File: config.mk
export PLATFORM = sky130hd
export DESIGN_NAME = pcic_top
export DESIGN_NICKNAME = d
export VERILOG_FILES = /design/src/hdl/pcic_pkg.sv /design/src/hdl/pcic_counter.sv /design/src/hdl/pcic_top.sv
export SDC_FILE = /design/constraint.sdc
export NUM_CORES = 2
export LEC_CHECK = 0
export BUFFER_PORTS_ARGS = -buffer_cell sky130_fd_sc_hd__buf_2
export CORE_UTILIZATION = 40
export DETAILED_ROUTE_END_ITERATION = 10
export PLACE_DENSITY_LB_ADDON = 0.3
export SLEW_MARGIN = 10
export SYNTH_ARGS = -nofsm -noshare
export SYNTH_HDL_FRONTEND = slang
export SYNTH_HIERARCHICAL = 1
export SYNTH_SLANG_ARGS = --single-unit
export TNS_END_PERCENT = 10
File: constraint.sdc
create_clock -name CLK -period 7.2 [get_ports CLK]
set_clock_uncertainty 0.05 [all_clocks]
set_input_delay 1.08 -clock CLK [delete_from_list [all_inputs] [get_ports CLK]]
set_output_delay 1.08 -clock CLK [all_outputs]
set_load 0.05 [all_outputs]
File: src/hdl/pcic_pkg.sv
`default_nettype none
package pcic_pkg;
  localparam int NUM_IN = 4;
  localparam int NUM_CNT = 4;
  localparam int NUM_PO = 4;
  localparam int ADDR_W = 8;
  localparam int DATA_W = 32;
  localparam int LANE_W = 8;
  localparam int CFG_W = 7;
  localparam int EV_W = 8;

  // ==========================================================================
  // Register map.
  localparam logic [7:0] OFS_CTRL = 8'h00;
  localparam logic [7:0] OFS_IN_CFG = 8'h04;
  localparam logic [7:0] OFS_CNT_CFG = 8'h08;
  localparam logic [7:0] OFS_RST_BITS = 8'h0C;
  localparam logic [7:0] OFS_CMP_FLAGS = 8'h10;
  localparam logic [7:0] OFS_IRQ_STAT = 8'h14;
  localparam logic [7:0] OFS_IRQ_MASK = 8'h18;
  localparam logic [7:0] OFS_PIN_STATE = 8'h1C;
  localparam logic [3:0] PAGE_RING = 4'h2;
  localparam logic [3:0] PAGE_COUNT = 4'h3;
  localparam logic [3:0] PAGE_LATCH = 4'h4;
  localparam int CTRL_POWER_ON = 0;
  localparam int CTRL_START = 1;
  localparam int CTRL_STOP = 2;
  localparam int CTRL_RUN = 0;

  // ==========================================================================
  // Reset values and limits.
  localparam logic [31:0] STAGE_RST = 32'h0000_0000;
  localparam logic [31:0] RING_MAX_RST = 32'h0000_0000;
  localparam logic [31:0] FULL_MAX = 32'hFFFF_FFFF;
  localparam logic [31:0] LIN_MAX = 32'h7FFF_FFFF;
  localparam logic [31:0] LIN_MIN = 32'h8000_0000;
  localparam logic [3:0] LATCH_NONE = 4'h0;
  localparam logic [3:0] LATCH_PO0 = 4'h1;
  localparam logic [3:0] LATCH_CNT0 = 4'h5;
  localparam logic [3:0] LATCH_LAST = 4'h8;

  // ==========================================================================
  // Timing of the counter input noise filter.
  localparam int CLK_NS = 8;
  localparam int FILT_60K_NS = 2000;
  localparam int FILT_100K_NS = 1000;
  localparam int FILT_60K_CYC = FILT_60K_NS / CLK_NS;
  localparam int FILT_100K_CYC = FILT_100K_NS / CLK_NS;

  // ==========================================================================
  // Types.
  typedef enum logic [1:0] {FN_PLAIN = 2'h0, FN_FAST = 2'h1, FN_IRQ = 2'h2} pcic_func_type;
  typedef enum logic [1:0] {FQ_OFF = 2'h0, FQ_60K = 2'h1, FQ_100K = 2'h2} pcic_freq_type;
  typedef enum logic [1:0] {ENC_QUAD = 2'h0, ENC_PDIR = 2'h1, ENC_UPDN = 2'h3,
                            ENC_INC = 2'h2} pcic_enc_type;
  typedef enum logic {ST_STOP = 1'b0, ST_RUN = 1'b1} pcic_run_type;

  typedef struct packed {
    logic [3:0]    latch;
    logic          fall;
    pcic_func_type func;
  } pcic_in_cfg_type;

  typedef struct packed {
    pcic_enc_type  enc;
    logic          cont;
    logic          sw_only;
    logic          ring;
    pcic_freq_type freq;
  } pcic_cnt_cfg_type;

  localparam pcic_in_cfg_type IN_CFG_RST = '{LATCH_NONE, 1'b0, FN_PLAIN};
  localparam pcic_cnt_cfg_type CNT_CFG_RST = '{ENC_QUAD, 1'b0, 1'b0, 1'b0, FQ_OFF};
endpackage
`default_nettype wire

File: src/hdl/pcic_counter.sv
`timescale 1ns/100ps
`default_nettype none
module pcic_counter #(
  parameter int FILT_W = 8
) (
  input  wire logic                       clk,
  input  wire logic                       reset,
  input  var  pcic_pkg::pcic_cnt_cfg_type cfg,
  input  wire logic [31:0]                ring_max,
  input  wire logic                       pin_a,
  input  wire logic                       pin_b,
  input  wire logic                       pin_z,
  input  wire logic                       rst_bit,
  output logic      [31:0]                count_q,
  output logic                            rst_evt_q
);
  logic [FILT_W-1:0] flt_cnt_q [3];
  logic              flt_q [3];
  logic [2:0]        raw;
  logic [2:0]        flt;
  logic [2:0]        prev_q;
  logic [2:0]        rise;
  logic [FILT_W-1:0] lim;
  logic              enabled;
  logic              up;
  logic              dn;
  logic              rst_bit_q;
  logic              rst_ev;
  logic [31:0]       eff_max;
  logic [31:0]       count_d;

  // ==========================================================================
  // Noise filter: a level is taken once it has been stable for lim+1 cycles.
  assign raw = {pin_z, pin_b, pin_a};
  assign enabled = (cfg.freq != pcic_pkg::FQ_OFF);
  assign lim = (cfg.freq == pcic_pkg::FQ_100K) ? FILT_W'(pcic_pkg::FILT_100K_CYC)
                                                : FILT_W'(pcic_pkg::FILT_60K_CYC);

  generate
    for (genvar k = 0; k < 3; k++)
    begin : g_flt
      assign flt[k] = flt_q[k];
      always_ff @(posedge clk)
      begin
        if (reset || raw[k] == flt_q[k])
        begin
          flt_cnt_q[k] <= '0;
          flt_q[k] <= reset ? 1'b0 : flt_q[k];
        end
        else if (flt_cnt_q[k] >= lim)
        begin
          flt_cnt_q[k] <= '0;
          flt_q[k] <= raw[k];
        end
        else
          flt_cnt_q[k] <= flt_cnt_q[k] + 1'b1;
      end
    end
  endgenerate

  always_ff @(posedge clk)
  begin
    prev_q <= reset ? 3'h0 : flt;
    rst_bit_q <= reset ? 1'b0 : rst_bit;
  end

  assign rise = flt & ~prev_q;

  // ==========================================================================
  // Input decoding.
  always_comb
  begin
    up = 1'b0;
    dn = 1'b0;
    case (cfg.enc)
      pcic_pkg::ENC_QUAD:
        if ((flt[0] ^ prev_q[0]) ^ (flt[1] ^ prev_q[1]))
        begin
          up = flt[0] ^ prev_q[1];
          dn = !(flt[0] ^ prev_q[1]);
        end
      pcic_pkg::ENC_PDIR:
      begin
        up = rise[0] && !flt[1];
        dn = rise[0] && flt[1];
      end
      pcic_pkg::ENC_UPDN:
      begin
        up = rise[0] && !rise[1];
        dn = rise[1] && !rise[0];
      end
      pcic_pkg::ENC_INC:
        up = rise[0];
      default:
        up = 1'b0;
    endcase
  end

  assign eff_max = (ring_max == '0) ? pcic_pkg::FULL_MAX : ring_max;
  assign rst_ev = enabled && (cfg.sw_only ? (rst_bit && !rst_bit_q)
                                          : (rise[2] && rst_bit));

  // ==========================================================================
  // Count value update.
  always_comb
  begin
    count_d = count_q;
    if (!enabled || rst_ev)
      count_d = '0;
    else if (cfg.ring)
    begin
      if (up)
        count_d = (count_q >= eff_max) ? '0 : count_q + 32'h1;
      else if (dn)
        count_d = (count_q == '0) ? eff_max : count_q - 32'h1;
    end
    else if (up && count_q != pcic_pkg::LIN_MAX)
      count_d = count_q + 32'h1;
    else if (dn && count_q != pcic_pkg::LIN_MIN)
      count_d = count_q - 32'h1;
  end

  always_ff @(posedge clk)
  begin
    count_q <= reset ? 32'h0 : count_d;
    rst_evt_q <= reset ? 1'b0 : rst_ev;
  end
endmodule
`default_nettype wire

File: src/hdl/pcic_top.sv
// Operation
// - Each input: plain, fast-capture or interrupt
// - Interrupt on selected edge, rising by default
// - Interrupt event latches selected source value
// - Counter unused or 60/100 kHz filter
// - Counter runs linear or ring mode
// - Ring mode wraps to zero past maximum
// - Ring maximum zero means full range
// - Reset by index and bit, or bit
// - Comparison stops or continues on reset
// - Quadrature, pulse-direction, up-down or increment decoding
// - Mode, maximum, edge load at operation start
// - Other settings load only at power-on
`timescale 1ns/100ps
`default_nettype none
module pcic_top #(
  parameter int FILT_W = 8
) (
  input  wire logic                                 CLK,
  input  wire logic                                 RESET,
  input  wire logic [pcic_pkg::ADDR_W-1:0]          ADDR,
  input  wire logic [pcic_pkg::DATA_W-1:0]          WDATA,
  input  wire logic                                 WE,
  input  wire logic                                 RE,
  output logic      [pcic_pkg::DATA_W-1:0]          RDATA,
  output logic                                      IRQ,
  input  wire logic [pcic_pkg::NUM_IN-1:0]          INT_PIN,
  input  wire logic [pcic_pkg::NUM_CNT-1:0]         CNT_A,
  input  wire logic [pcic_pkg::NUM_CNT-1:0]         CNT_B,
  input  wire logic [pcic_pkg::NUM_CNT-1:0]         CNT_Z,
  input  wire logic [pcic_pkg::NUM_PO-1:0][31:0]    PULSE_POS
);
  localparam int NI = pcic_pkg::NUM_IN;
  localparam int NC = pcic_pkg::NUM_CNT;
  localparam int LW = pcic_pkg::LANE_W;
  localparam int CW = pcic_pkg::CFG_W;

  logic [15:0]                pin_s1_q;
  logic [15:0]                pin_s2_q;
  logic [NI-1:0]              in_lvl;
  logic [NI-1:0]              in_prev_q;
  logic [NI-1:0]              in_ev;
  logic [NI-1:0]              fast_set;
  logic [NI-1:0]              fast_q;
  pcic_pkg::pcic_run_type     run_q;
  logic [31:0]                stage_in_q;
  logic [31:0]                stage_cnt_q;
  logic [31:0]                stage_ring_q [NC];
  pcic_pkg::pcic_in_cfg_type  act_in_q [NI];
  pcic_pkg::pcic_cnt_cfg_type act_cnt_q [NC];
  logic [31:0]                act_ring_q [NC];
  logic [31:0]                latch_q [NI];
  logic [31:0]                cnt_val [NC];
  logic [NC-1:0]              cnt_rst_ev;
  logic [NC-1:0]              rst_bits_q;
  logic [NC-1:0]              cmp_q;
  logic [NC-1:0]              cmp_d;
  logic [pcic_pkg::EV_W-1:0]  irq_stat_q;
  logic [pcic_pkg::EV_W-1:0]  irq_stat_d;
  logic [pcic_pkg::EV_W-1:0]  irq_mask_q;
  logic [31:0]                rdata_q;
  logic [31:0]                rd_d;
  logic                       irq_q;
  logic                       ctrl_wr;
  logic                       por_ld;
  logic                       start_ld;
  logic [3:0]                 page;
  logic [1:0]                 idx;

  assign RDATA = rdata_q;
  assign IRQ = irq_q;
  assign page = ADDR[7:4];
  assign idx = ADDR[3:2];

  // ==========================================================================
  // Pin synchronisers.
  always_ff @(posedge CLK)
  begin
    if (RESET)
    begin
      pin_s1_q <= 16'h0000;
      pin_s2_q <= 16'h0000;
    end
    else
    begin
      pin_s1_q <= {CNT_Z, CNT_B, CNT_A, INT_PIN};
      pin_s2_q <= pin_s1_q;
    end
  end

  assign in_lvl = pin_s2_q[NI-1:0];

  always_ff @(posedge CLK)
  begin
    in_prev_q <= RESET ? '0 : in_lvl;
  end

  // ==========================================================================
  // Power-on and operation-start loading.
  assign ctrl_wr = WE && ADDR == pcic_pkg::OFS_CTRL;
  assign por_ld = ctrl_wr && WDATA[pcic_pkg::CTRL_POWER_ON];
  assign start_ld = ctrl_wr && WDATA[pcic_pkg::CTRL_START] && run_q == pcic_pkg::ST_STOP;

  always_ff @(posedge CLK)
  begin
    if (RESET)
      run_q <= pcic_pkg::ST_STOP;
    else if (start_ld)
      run_q <= pcic_pkg::ST_RUN;
    else if (ctrl_wr && WDATA[pcic_pkg::CTRL_STOP])
      run_q <= pcic_pkg::ST_STOP;
  end

  generate
    for (genvar i = 0; i < NI; i++)
    begin : g_in
      pcic_pkg::pcic_in_cfg_type stg;
      logic hit;
      assign stg = pcic_pkg::pcic_in_cfg_type'(stage_in_q[i*LW +: CW]);

      always_ff @(posedge CLK)
      begin
        if (RESET)
          act_in_q[i] <= pcic_pkg::IN_CFG_RST;
        else
        begin
          if (por_ld)
          begin
            act_in_q[i].func <= stg.func;
            act_in_q[i].latch <= stg.latch;
          end
          if (start_ld)
            act_in_q[i].fall <= stg.fall;
        end
      end

      // Only the function that is active acts on the pin.
      assign hit = act_in_q[i].fall ? (!in_lvl[i] && in_prev_q[i])
                                    : (in_lvl[i] && !in_prev_q[i]);
      assign in_ev[i] = run_q == pcic_pkg::ST_RUN && act_in_q[i].func == pcic_pkg::FN_IRQ
                        && hit;
      assign fast_set[i] = act_in_q[i].func == pcic_pkg::FN_FAST
                           && in_lvl[i] && !in_prev_q[i];

      always_ff @(posedge CLK)
      begin
        if (RESET)
          latch_q[i] <= 32'h0;
        else if (in_ev[i] && act_in_q[i].latch != pcic_pkg::LATCH_NONE)
        begin
          if (act_in_q[i].latch < pcic_pkg::LATCH_CNT0)
            latch_q[i] <= PULSE_POS[2'(act_in_q[i].latch - pcic_pkg::LATCH_PO0)];
          else if (act_in_q[i].latch <= pcic_pkg::LATCH_LAST)
            latch_q[i] <= cnt_val[2'(act_in_q[i].latch - pcic_pkg::LATCH_CNT0)];
        end
      end
    end
  endgenerate

  // A fast-capture pulse stays caught until the pin state is read.
  always_ff @(posedge CLK)
  begin
    if (RESET)
      fast_q <= '0;
    else
      fast_q <= ((RE && ADDR == pcic_pkg::OFS_PIN_STATE) ? '0 : fast_q) | fast_set;
  end

  // ==========================================================================
  // Counters.
  generate
    for (genvar c = 0; c < NC; c++)
    begin : g_cnt
      pcic_pkg::pcic_cnt_cfg_type stg;
      assign stg = pcic_pkg::pcic_cnt_cfg_type'(stage_cnt_q[c*LW +: CW]);

      always_ff @(posedge CLK)
      begin
        if (RESET)
        begin
          act_cnt_q[c] <= pcic_pkg::CNT_CFG_RST;
          act_ring_q[c] <= pcic_pkg::RING_MAX_RST;
        end
        else
        begin
          if (por_ld)
          begin
            act_cnt_q[c].freq <= stg.freq;
            act_cnt_q[c].sw_only <= stg.sw_only;
            act_cnt_q[c].cont <= stg.cont;
            act_cnt_q[c].enc <= stg.enc;
          end
          if (por_ld || start_ld)
          begin
            act_cnt_q[c].ring <= stg.ring;
            act_ring_q[c] <= stage_ring_q[c];
          end
        end
      end

      pcic_counter #(
        .FILT_W (FILT_W)
      ) u_cnt (
        .clk       (CLK),
        .reset     (RESET),
        .cfg       (act_cnt_q[c]),
        .ring_max  (act_ring_q[c]),
        .pin_a     (pin_s2_q[NI+c]),
        .pin_b     (pin_s2_q[NI+NC+c]),
        .pin_z     (pin_s2_q[NI+2*NC+c]),
        .rst_bit   (rst_bits_q[c]),
        .count_q   (cnt_val[c]),
        .rst_evt_q (cnt_rst_ev[c])
      );

      // A counter reset ends comparison unless it is set to continue.
      assign cmp_d[c] = (cnt_rst_ev[c] && !act_cnt_q[c].cont) ? 1'b0
                      : (WE && ADDR == pcic_pkg::OFS_CMP_FLAGS) ? WDATA[c]
                      : cmp_q[c];
    end
  endgenerate

  always_ff @(posedge CLK)
  begin
    cmp_q <= RESET ? '0 : cmp_d;
  end

  // ==========================================================================
  // Register writes.
  always_ff @(posedge CLK)
  begin
    if (RESET)
    begin
      stage_in_q <= pcic_pkg::STAGE_RST;
      stage_cnt_q <= pcic_pkg::STAGE_RST;
      rst_bits_q <= '0;
      irq_mask_q <= '0;
      for (int k = 0; k < NC; k++)
        stage_ring_q[k] <= pcic_pkg::RING_MAX_RST;
    end
    else if (WE)
    begin
      case (ADDR)
        pcic_pkg::OFS_IN_CFG:   stage_in_q <= WDATA;
        pcic_pkg::OFS_CNT_CFG:  stage_cnt_q <= WDATA;
        pcic_pkg::OFS_RST_BITS: rst_bits_q <= WDATA[NC-1:0];
        pcic_pkg::OFS_IRQ_MASK: irq_mask_q <= WDATA[pcic_pkg::EV_W-1:0];
        default:
          if (page == pcic_pkg::PAGE_RING)
            stage_ring_q[idx] <= WDATA;
      endcase
    end
  end

  // ==========================================================================
  // Interrupt status: a read clears, a new event in that cycle still sets.
  assign irq_stat_d = ((RE && ADDR == pcic_pkg::OFS_IRQ_STAT) ? '0 : irq_stat_q)
                      | {cnt_rst_ev, in_ev};

  always_ff @(posedge CLK)
  begin
    if (RESET)
    begin
      irq_stat_q <= '0;
      irq_q <= 1'b0;
    end
    else
    begin
      irq_stat_q <= irq_stat_d;
      irq_q <= |(irq_stat_d & irq_mask_q);
    end
  end

  // ==========================================================================
  // Register reads.
  always_comb
  begin
    rd_d = 32'h0;
    case (ADDR)
      pcic_pkg::OFS_CTRL:      rd_d[pcic_pkg::CTRL_RUN] = (run_q == pcic_pkg::ST_RUN);
      pcic_pkg::OFS_IN_CFG:    rd_d = stage_in_q;
      pcic_pkg::OFS_CNT_CFG:   rd_d = stage_cnt_q;
      pcic_pkg::OFS_RST_BITS:  rd_d[NC-1:0] = rst_bits_q;
      pcic_pkg::OFS_CMP_FLAGS: rd_d[NC-1:0] = cmp_q;
      pcic_pkg::OFS_IRQ_STAT:  rd_d[pcic_pkg::EV_W-1:0] = irq_stat_q;
      pcic_pkg::OFS_IRQ_MASK:  rd_d[pcic_pkg::EV_W-1:0] = irq_mask_q;
      pcic_pkg::OFS_PIN_STATE: rd_d[2*NI-1:0] = {fast_q, in_lvl};
      default:
        case (page)
          pcic_pkg::PAGE_RING:  rd_d = stage_ring_q[idx];
          pcic_pkg::PAGE_COUNT: rd_d = cnt_val[idx];
          pcic_pkg::PAGE_LATCH: rd_d = latch_q[idx];
          default:              rd_d = 32'h0;
        endcase
    endcase
  end

  always_ff @(posedge CLK)
  begin
    rdata_q <= (RESET || !RE) ? 32'h0 : rd_d;
  end
endmodule
`default_nettype wire

# Yosys cells after proc, flatten, opt, wreduce, memory -nomap -nowiden
# Memory sizes are Yosys's and may differ from the RTL's.
# Cells that the tools add are included.
# word_totals
mem_count	13
ramBits	548
out_inout_bits	33
register_bits	310
# classes
magnitude_cmp	33
n_bitwise	113
eq_ne	58
muxes	335
n_reduce_logical	178
addsub	28
# mem_list
memory	words	width	read_ports	rd_ports_with_merged_regs	wr	line	source
act_ring_q	4	32	4	0	4	pcic_top.sv:51	logic [31:0] act_ring_q [NC];
latch_q	4	32	1	0	4	pcic_top.sv:52	logic [31:0] latch_q [NI];
stage_ring_q	4	32	5	0	4	pcic_top.sv:48	logic [31:0] stage_ring_q [NC];
act_cnt_q	4	7	4	0	4	pcic_top.sv:50	pcic_pkg::pcic_cnt_cfg_type act_cnt_q [NC];
act_in_q	4	7	4	0	4	pcic_top.sv:49	pcic_pkg::pcic_in_cfg_type act_in_q [NI];
g_cnt[0].u_cnt.flt_cnt_q	3	8	3	0	3	pcic_counter.sv:17	logic [FILT_W-1:0] flt_cnt_q [3];
+7 memories	n/a	n/a	n/a	n/a	n/a	n/a	
# ops
op	n
32-bit 2-to-1 mux	59
32-bit binary-select mux with 2-bit select	9
32-bit logical NOT	8
8-bit 2-to-1 mux	29
1-bit 2-to-1 mux	207
32-bit by 1-bit adder with 32-bit output, second input constant	4
32-bit >= comparator	4
32-bit by 31-bit != test with 1-bit output, second input constant	4
32-bit != test, second input constant	4
32-bit by 1-bit subtractor with 32-bit output, second input constant	4
8-bit by 1-bit adder with 8-bit output, second input constant	12
8-bit >= comparator	12
32-bit one-hot mux with 3 select lines	1
1-bit OR	80
1-bit logical AND	76
24-bit one-hot mux with 3 select lines	1
1-bit logical NOT	37
2-bit == test, second input constant	16
8-bit by 5-bit == test with 1-bit output, second input constant	4
32-bit OR reduction	1
2-bit 2-to-1 mux	13
3-bit one-hot mux with 8 select lines	1
4-bit one-hot mux with 6 select lines	1
4-bit 2-to-1 mux	5
35 further kinds	153

# Logic depth before layout (Yosys ltp)
# logic_depth
depth_word	10
ltp_mapped	17

# Hierarchy
# The synthesis kept the hierarchy.
# by_module_without_submodules
mod	area_each_um2	cells_per_inst	n_inst
pcic_top	32533.7	2478	1
pcic_counter (g_cnt[0].u_cnt ...)	6581.3	847	2
pcic_counter (g_cnt[1].u_cnt)	6681.4	874	1
pcic_counter (g_cnt[2].u_cnt)	6678.9	866	1

# Worst setup path after synthesis
# No wires, ideal clock.
# synth_timing
kind	input port to flip-flop
start	input port ADDR[7] (netlist bit)
end	memory act_cnt_q[0][2] (netlist bit) (enable)
arrival_ps	6078
setup_slack_ps	558
path_stages	4
setup_time_ps	514
path_cell_list	nor4_4 and3_1 a21o_1 nand2b_1
# synth_lines
item	line	source
start: declaration	pcic_top.sv:21	input wire logic [pcic_pkg::ADDR_W-1:0] ADDR,
end: declaration	pcic_top.sv:50	

==> results.toml <==
[routing]
wl_per_cell_um = 29.14
drt_first_pass_iters = 6
vias = 51730
viasPerCell = 6.425
drc_errors = 0
wirelength_mm = 234.6
ant_nets = 0
drt_iter0_drc = 7301

[clock_network]
cts_resized = 0
tritoncts = "yes"
h-tree-depth = 3
cts_made_buffers = 97
cts_hold_buffers = 0
cts_buffer_depth = 3
clk_pin_slew_worst_paths_ns = 0.06
clockRootBuffer = "clkbuf_16"
cts_sinks = 858
clk_latency_ns = 0.76
postCtsSetupBuffers = 0

[hold_path]
hold_end = "pin_s2_q[13]$_SDFF_PP0_"
hp-class = "reg -> reg"
hold_depth = 1
worstHoldStart = "pin_s1_q[13]$_SDFF_PP0_"

[power_and_ir_drop]
switching_share_pct = 32.91
p_int_w = 0.009951
clkPwrFrac_pct = 36.9
power_frac_comb_pct = 24.6
leakagePower_nw = 24.20
p_seq_share_pct = 38.4
powerDensity_nw_per_um2 = 225.2
ir_drop_mv = 0.2431
switching_power_w = 0.004882

[sta]
fmax_mhz = 199.7
tightest_slew_ns = 1.426
period_share_pct = 69.54
period_needed_ns = 5.007
finalSetupViolations = 0
slew_violations = 0
slew_headroom_pct = 4.954
fin_tns_setup_ns = 0
hold_viol = 0
worst_hold_slack_ns = 0.3888
rsz0062_at_grt = "false"

[finish]
fin_nets = 6440
regArea_um2 = 22660
drive_above_1_share_pct = 17.18
n_fill_cell = 13930
finalCoreUtilization_pct = 45.09
areaGrowthSynthToFinish_pct = 11.54
multiInputGateArea_um2 = 33650
fin_cells = 8051

[critical_path]
reg2reg_to = "g_cnt[3].u_cnt/count_q[22]$_SDFFE_PP0P_"
endpoint_kind = "register"
criticalPathCategory = "reg -> reg"
worst_r2r_path_depth = 15
worstReg2RegStart = "act_ring_q[1][50]$_SDFFCE_PN0P_"
cp.arrival_ns = 5.65
worstPathRequired_ns = 7.84
rrSetupSlack_ns = 2.19
start_kind = "register"
worstPathMaxFanout = 25

[global_routing]
overflow = 0
grt_util_all_layers_pct = 30.77
grt_max_degree = 133
grt_pass1_wl_mm = 336.2
antenna_found_initial = 27
grt_pass1_vias = 49050

[synth]
netlist_instances = 5912
ys_async_sr_fraction_pct = 0
synth_cell_types = 106
syn_area_per_cell_um2 = 9.989
synth_flop_cell = "edfxtp_1"
synth_edf_count = 548
synth_seq_area_share_pct = 38.37
synth-seq-cells = 858
netlist_area_um2 = 59060
synth_warnings = 6

[floorplanning]
die_h_um = 386.2
core_area_um2 = 146100
fp-row-count = 140
die_area_um2 = 149200
die_x_um = 386.2
io_pins = 221
start_util_pct = 40.42

[place]
dp.cells = 7858
gp_congestion = 0.9955
dp_hpwl_mm = 169.4
portBuffers = 220

[flow_run]
drv_cap = 0

[outcome]
outcome = "completed"
worst max path at each step:
stage | from | to | cells past startpoint
2_1_floorplan | ADDR[7] | act_cnt_q[0][2]$_DFFE_PP_ | 4
3_3_place_gp | act_ring_q[1][56]$_SDFFCE_PN0P_ | g_cnt[3].u_cnt/count_q[22]$_SDFFE_PP0P_ | 15
3_5_place_dp | ADDR[7] | stage_ring_q[0][19]$_SDFFCE_PN0P_ | 6
4_1_cts | act_ring_q[1][50]$_SDFFCE_PN0P_ | g_cnt[3].u_cnt/count_q[22]$_SDFFE_PP0P_ | 15
5_1_grt | act_ring_q[1][50]$_SDFFCE_PN0P_ | g_cnt[3].u_cnt/count_q[15]$_SDFFE_PP0P_ | 15
6_report | act_ring_q[1][50]$_SDFFCE_PN0P_ | g_cnt[3].u_cnt/count_q[22]$_SDFFE_PP0P_ | 15
cell type report:
| class | instances | share of cell area (%) |
|---|---|---|
| antenna | 11 | 0.04179 |
| clock buffer | 124 | 4.088 |
| clock inverter | 58 | 1.214 |
| inverter | 305 | 1.738 |
| multi-input combinational | 4375 | 51.08 |
| sequential | 858 | 34.40 |
| tap | 1917 | 3.641 |
| timing repair buffer | 403 | 3.799 |
flip-flops by register name, summed over array words and instances (netlist names), 32 cells and up:
register,count
latch_q,128
g_cnt.u_cnt/flt_cnt_q,96
g_cnt.u_cnt/count_q,128
RDATA,32
stage_in_q,32
stage_ring_q,128
act_ring_q,128
stage_cnt_q,32
placed cells by master, fill, tap and decap left out, types with 35 or more instances in the layout:
| cell | n |
|---|---|
| nand2_1 | 508 |
| buf_2 | 217 |
| buf_4 | 183 |
| nand3_1 | 147 |
| xnor2_1 | 174 |
| nor4_1 | 81 |
| dfxtp_1 | 310 |
| inv_1 | 300 |
| conb_1 | 96 |
| nor2_1 | 536 |
| a21o_1 | 40 |
| mux2i_1 | 79 |
| a31oi_1 | 64 |
| and3_1 | 110 |
| and2_1 | 64 |
| nand4_1 | 100 |
| edfxtp_1 | 548 |
| nor3_1 | 135 |
| a22oi_1 | 56 |
| a221oi_1 | 44 |
| o22ai_1 | 118 |
| a211oi_1 | 74 |
| clkbuf_16 | 100 |
| xor2_1 | 133 |
| a311oi_1 | 35 |
| a21oi_1 | 258 |
| ha_1 | 208 |
| nor2b_1 | 212 |
| o21ai_0 | 187 |
| mux4_2 | 353 |
cells in the mapped netlist, types with 34 or more instances:
| library cell | n | area (um^2) |
|---|---|---|
| edfxtp_1 | 548 | 16460 |
| nor2_1 | 540 | 2027 |
| nand2_1 | 509 | 1911 |
| mux4_2 | 353 | 7950 |
| dfxtp_1 | 310 | 6206 |
| inv_1 | 300 | 1126 |
| clkbuf_1 | 293 | 1100 |
| a21oi_1 | 260 | 1301 |
| nor2b_1 | 214 | 1339 |
| ha_1 | 212 | 2653 |
| o21ai_0 | 191 | 955.9 |
| xnor2_1 | 174 | 1524 |
| nand3_1 | 147 | 735.7 |
| nor3_1 | 138 | 690.7 |
| xor2_1 | 133 | 1165 |
| o22ai_1 | 119 | 744.5 |
| and3_1 | 110 | 688.2 |
| nand4_1 | 100 | 625.6 |
| buf_2 | 98 | 490.5 |
| nor4_1 | 81 | 506.7 |
| mux2i_1 | 79 | 790.8 |
| a211oi_1 | 74 | 555.5 |
| a31oi_1 | 64 | 400.4 |
| and2_1 | 64 | 400.4 |
| a22oi_1 | 56 | 420.4 |
| a221oi_1 | 44 | 385.4 |
| a21o_1 | 42 | 315.3 |
| a311oi_1 | 35 | 306.5 |
| nand2b_1 | 34 | 212.7 |
| o211ai_1 | 34 | 255.2 |
power groups by stage:
stage | Clock, W | Sequential, W | Combinational (W)
floorplan | 0 | 0.00568 | 0.00250
global placement | 0 | 0.00578 | 0.00352
detailed placement | 0 | 0.00579 | 0.00354
CTS | 0.00552 | 0.00569 | 0.00355
global route | 0.00570 | 0.00571 | 0.00388
finish | 0.00548 | 0.00570 | 0.00365
stage by stage:
stage / power (W) / instance area [um^2] / setup slack, ns
floorplan: 0.008185 / 59400 / 0.5578
global placement: 0.009305 / 62350 / 2.249
detailed placement: 0.009325 / 62350 / 2.283
CTS: 0.01476 / 65850 / 2.261
global route: 0.01528 / 65850 / 1.890
finish: 0.01483 / 65870 / 2.193
critical path, stage by stage (launching register included):
cell	delay, ns
edfxtp_1	0.40
nor4_1	0.36
nand4_1	0.23
nor2_2	0.66
buf_4	0.39
nor2_1	0.08
ha_1	0.32
a21oi_1	0.16
nand3_1	0.11
a221oi_1	0.37
nand4_1	0.16
nor2_1	0.85
buf_4	0.31
nand2_1	0.09
o31a_1	0.27
a31oi_1	0.12
routing by layer:
metal	part of all wire (%)	vias to the layer above	track usage [%]	routed length [um]
met5	0.026	-	0.1300	61
met2	44	3242	46.81	103800
li1	-	22360	-	-
met4	7.7	10	21.18	18040
met3	10	715	6.011	24490
met1	38	25400	39.45	88190
cells by family (layout without fill, tap and decap cells):
kind of cell    Yosys count  count (layout)  synth area share (%)
simple gates           2148            2148                 18.57
compound gates         1164            1164                 13.25
flops                   858             858                 38.37
buf+inv                 771             890                 5.574
mux                     448             448                 15.16
xor+xnor                307             307                 4.553
fa+ha+maj               212             212                 4.492
other cells               4             107               0.02542
Note: power is estimated with default switching activity, not from simulation.
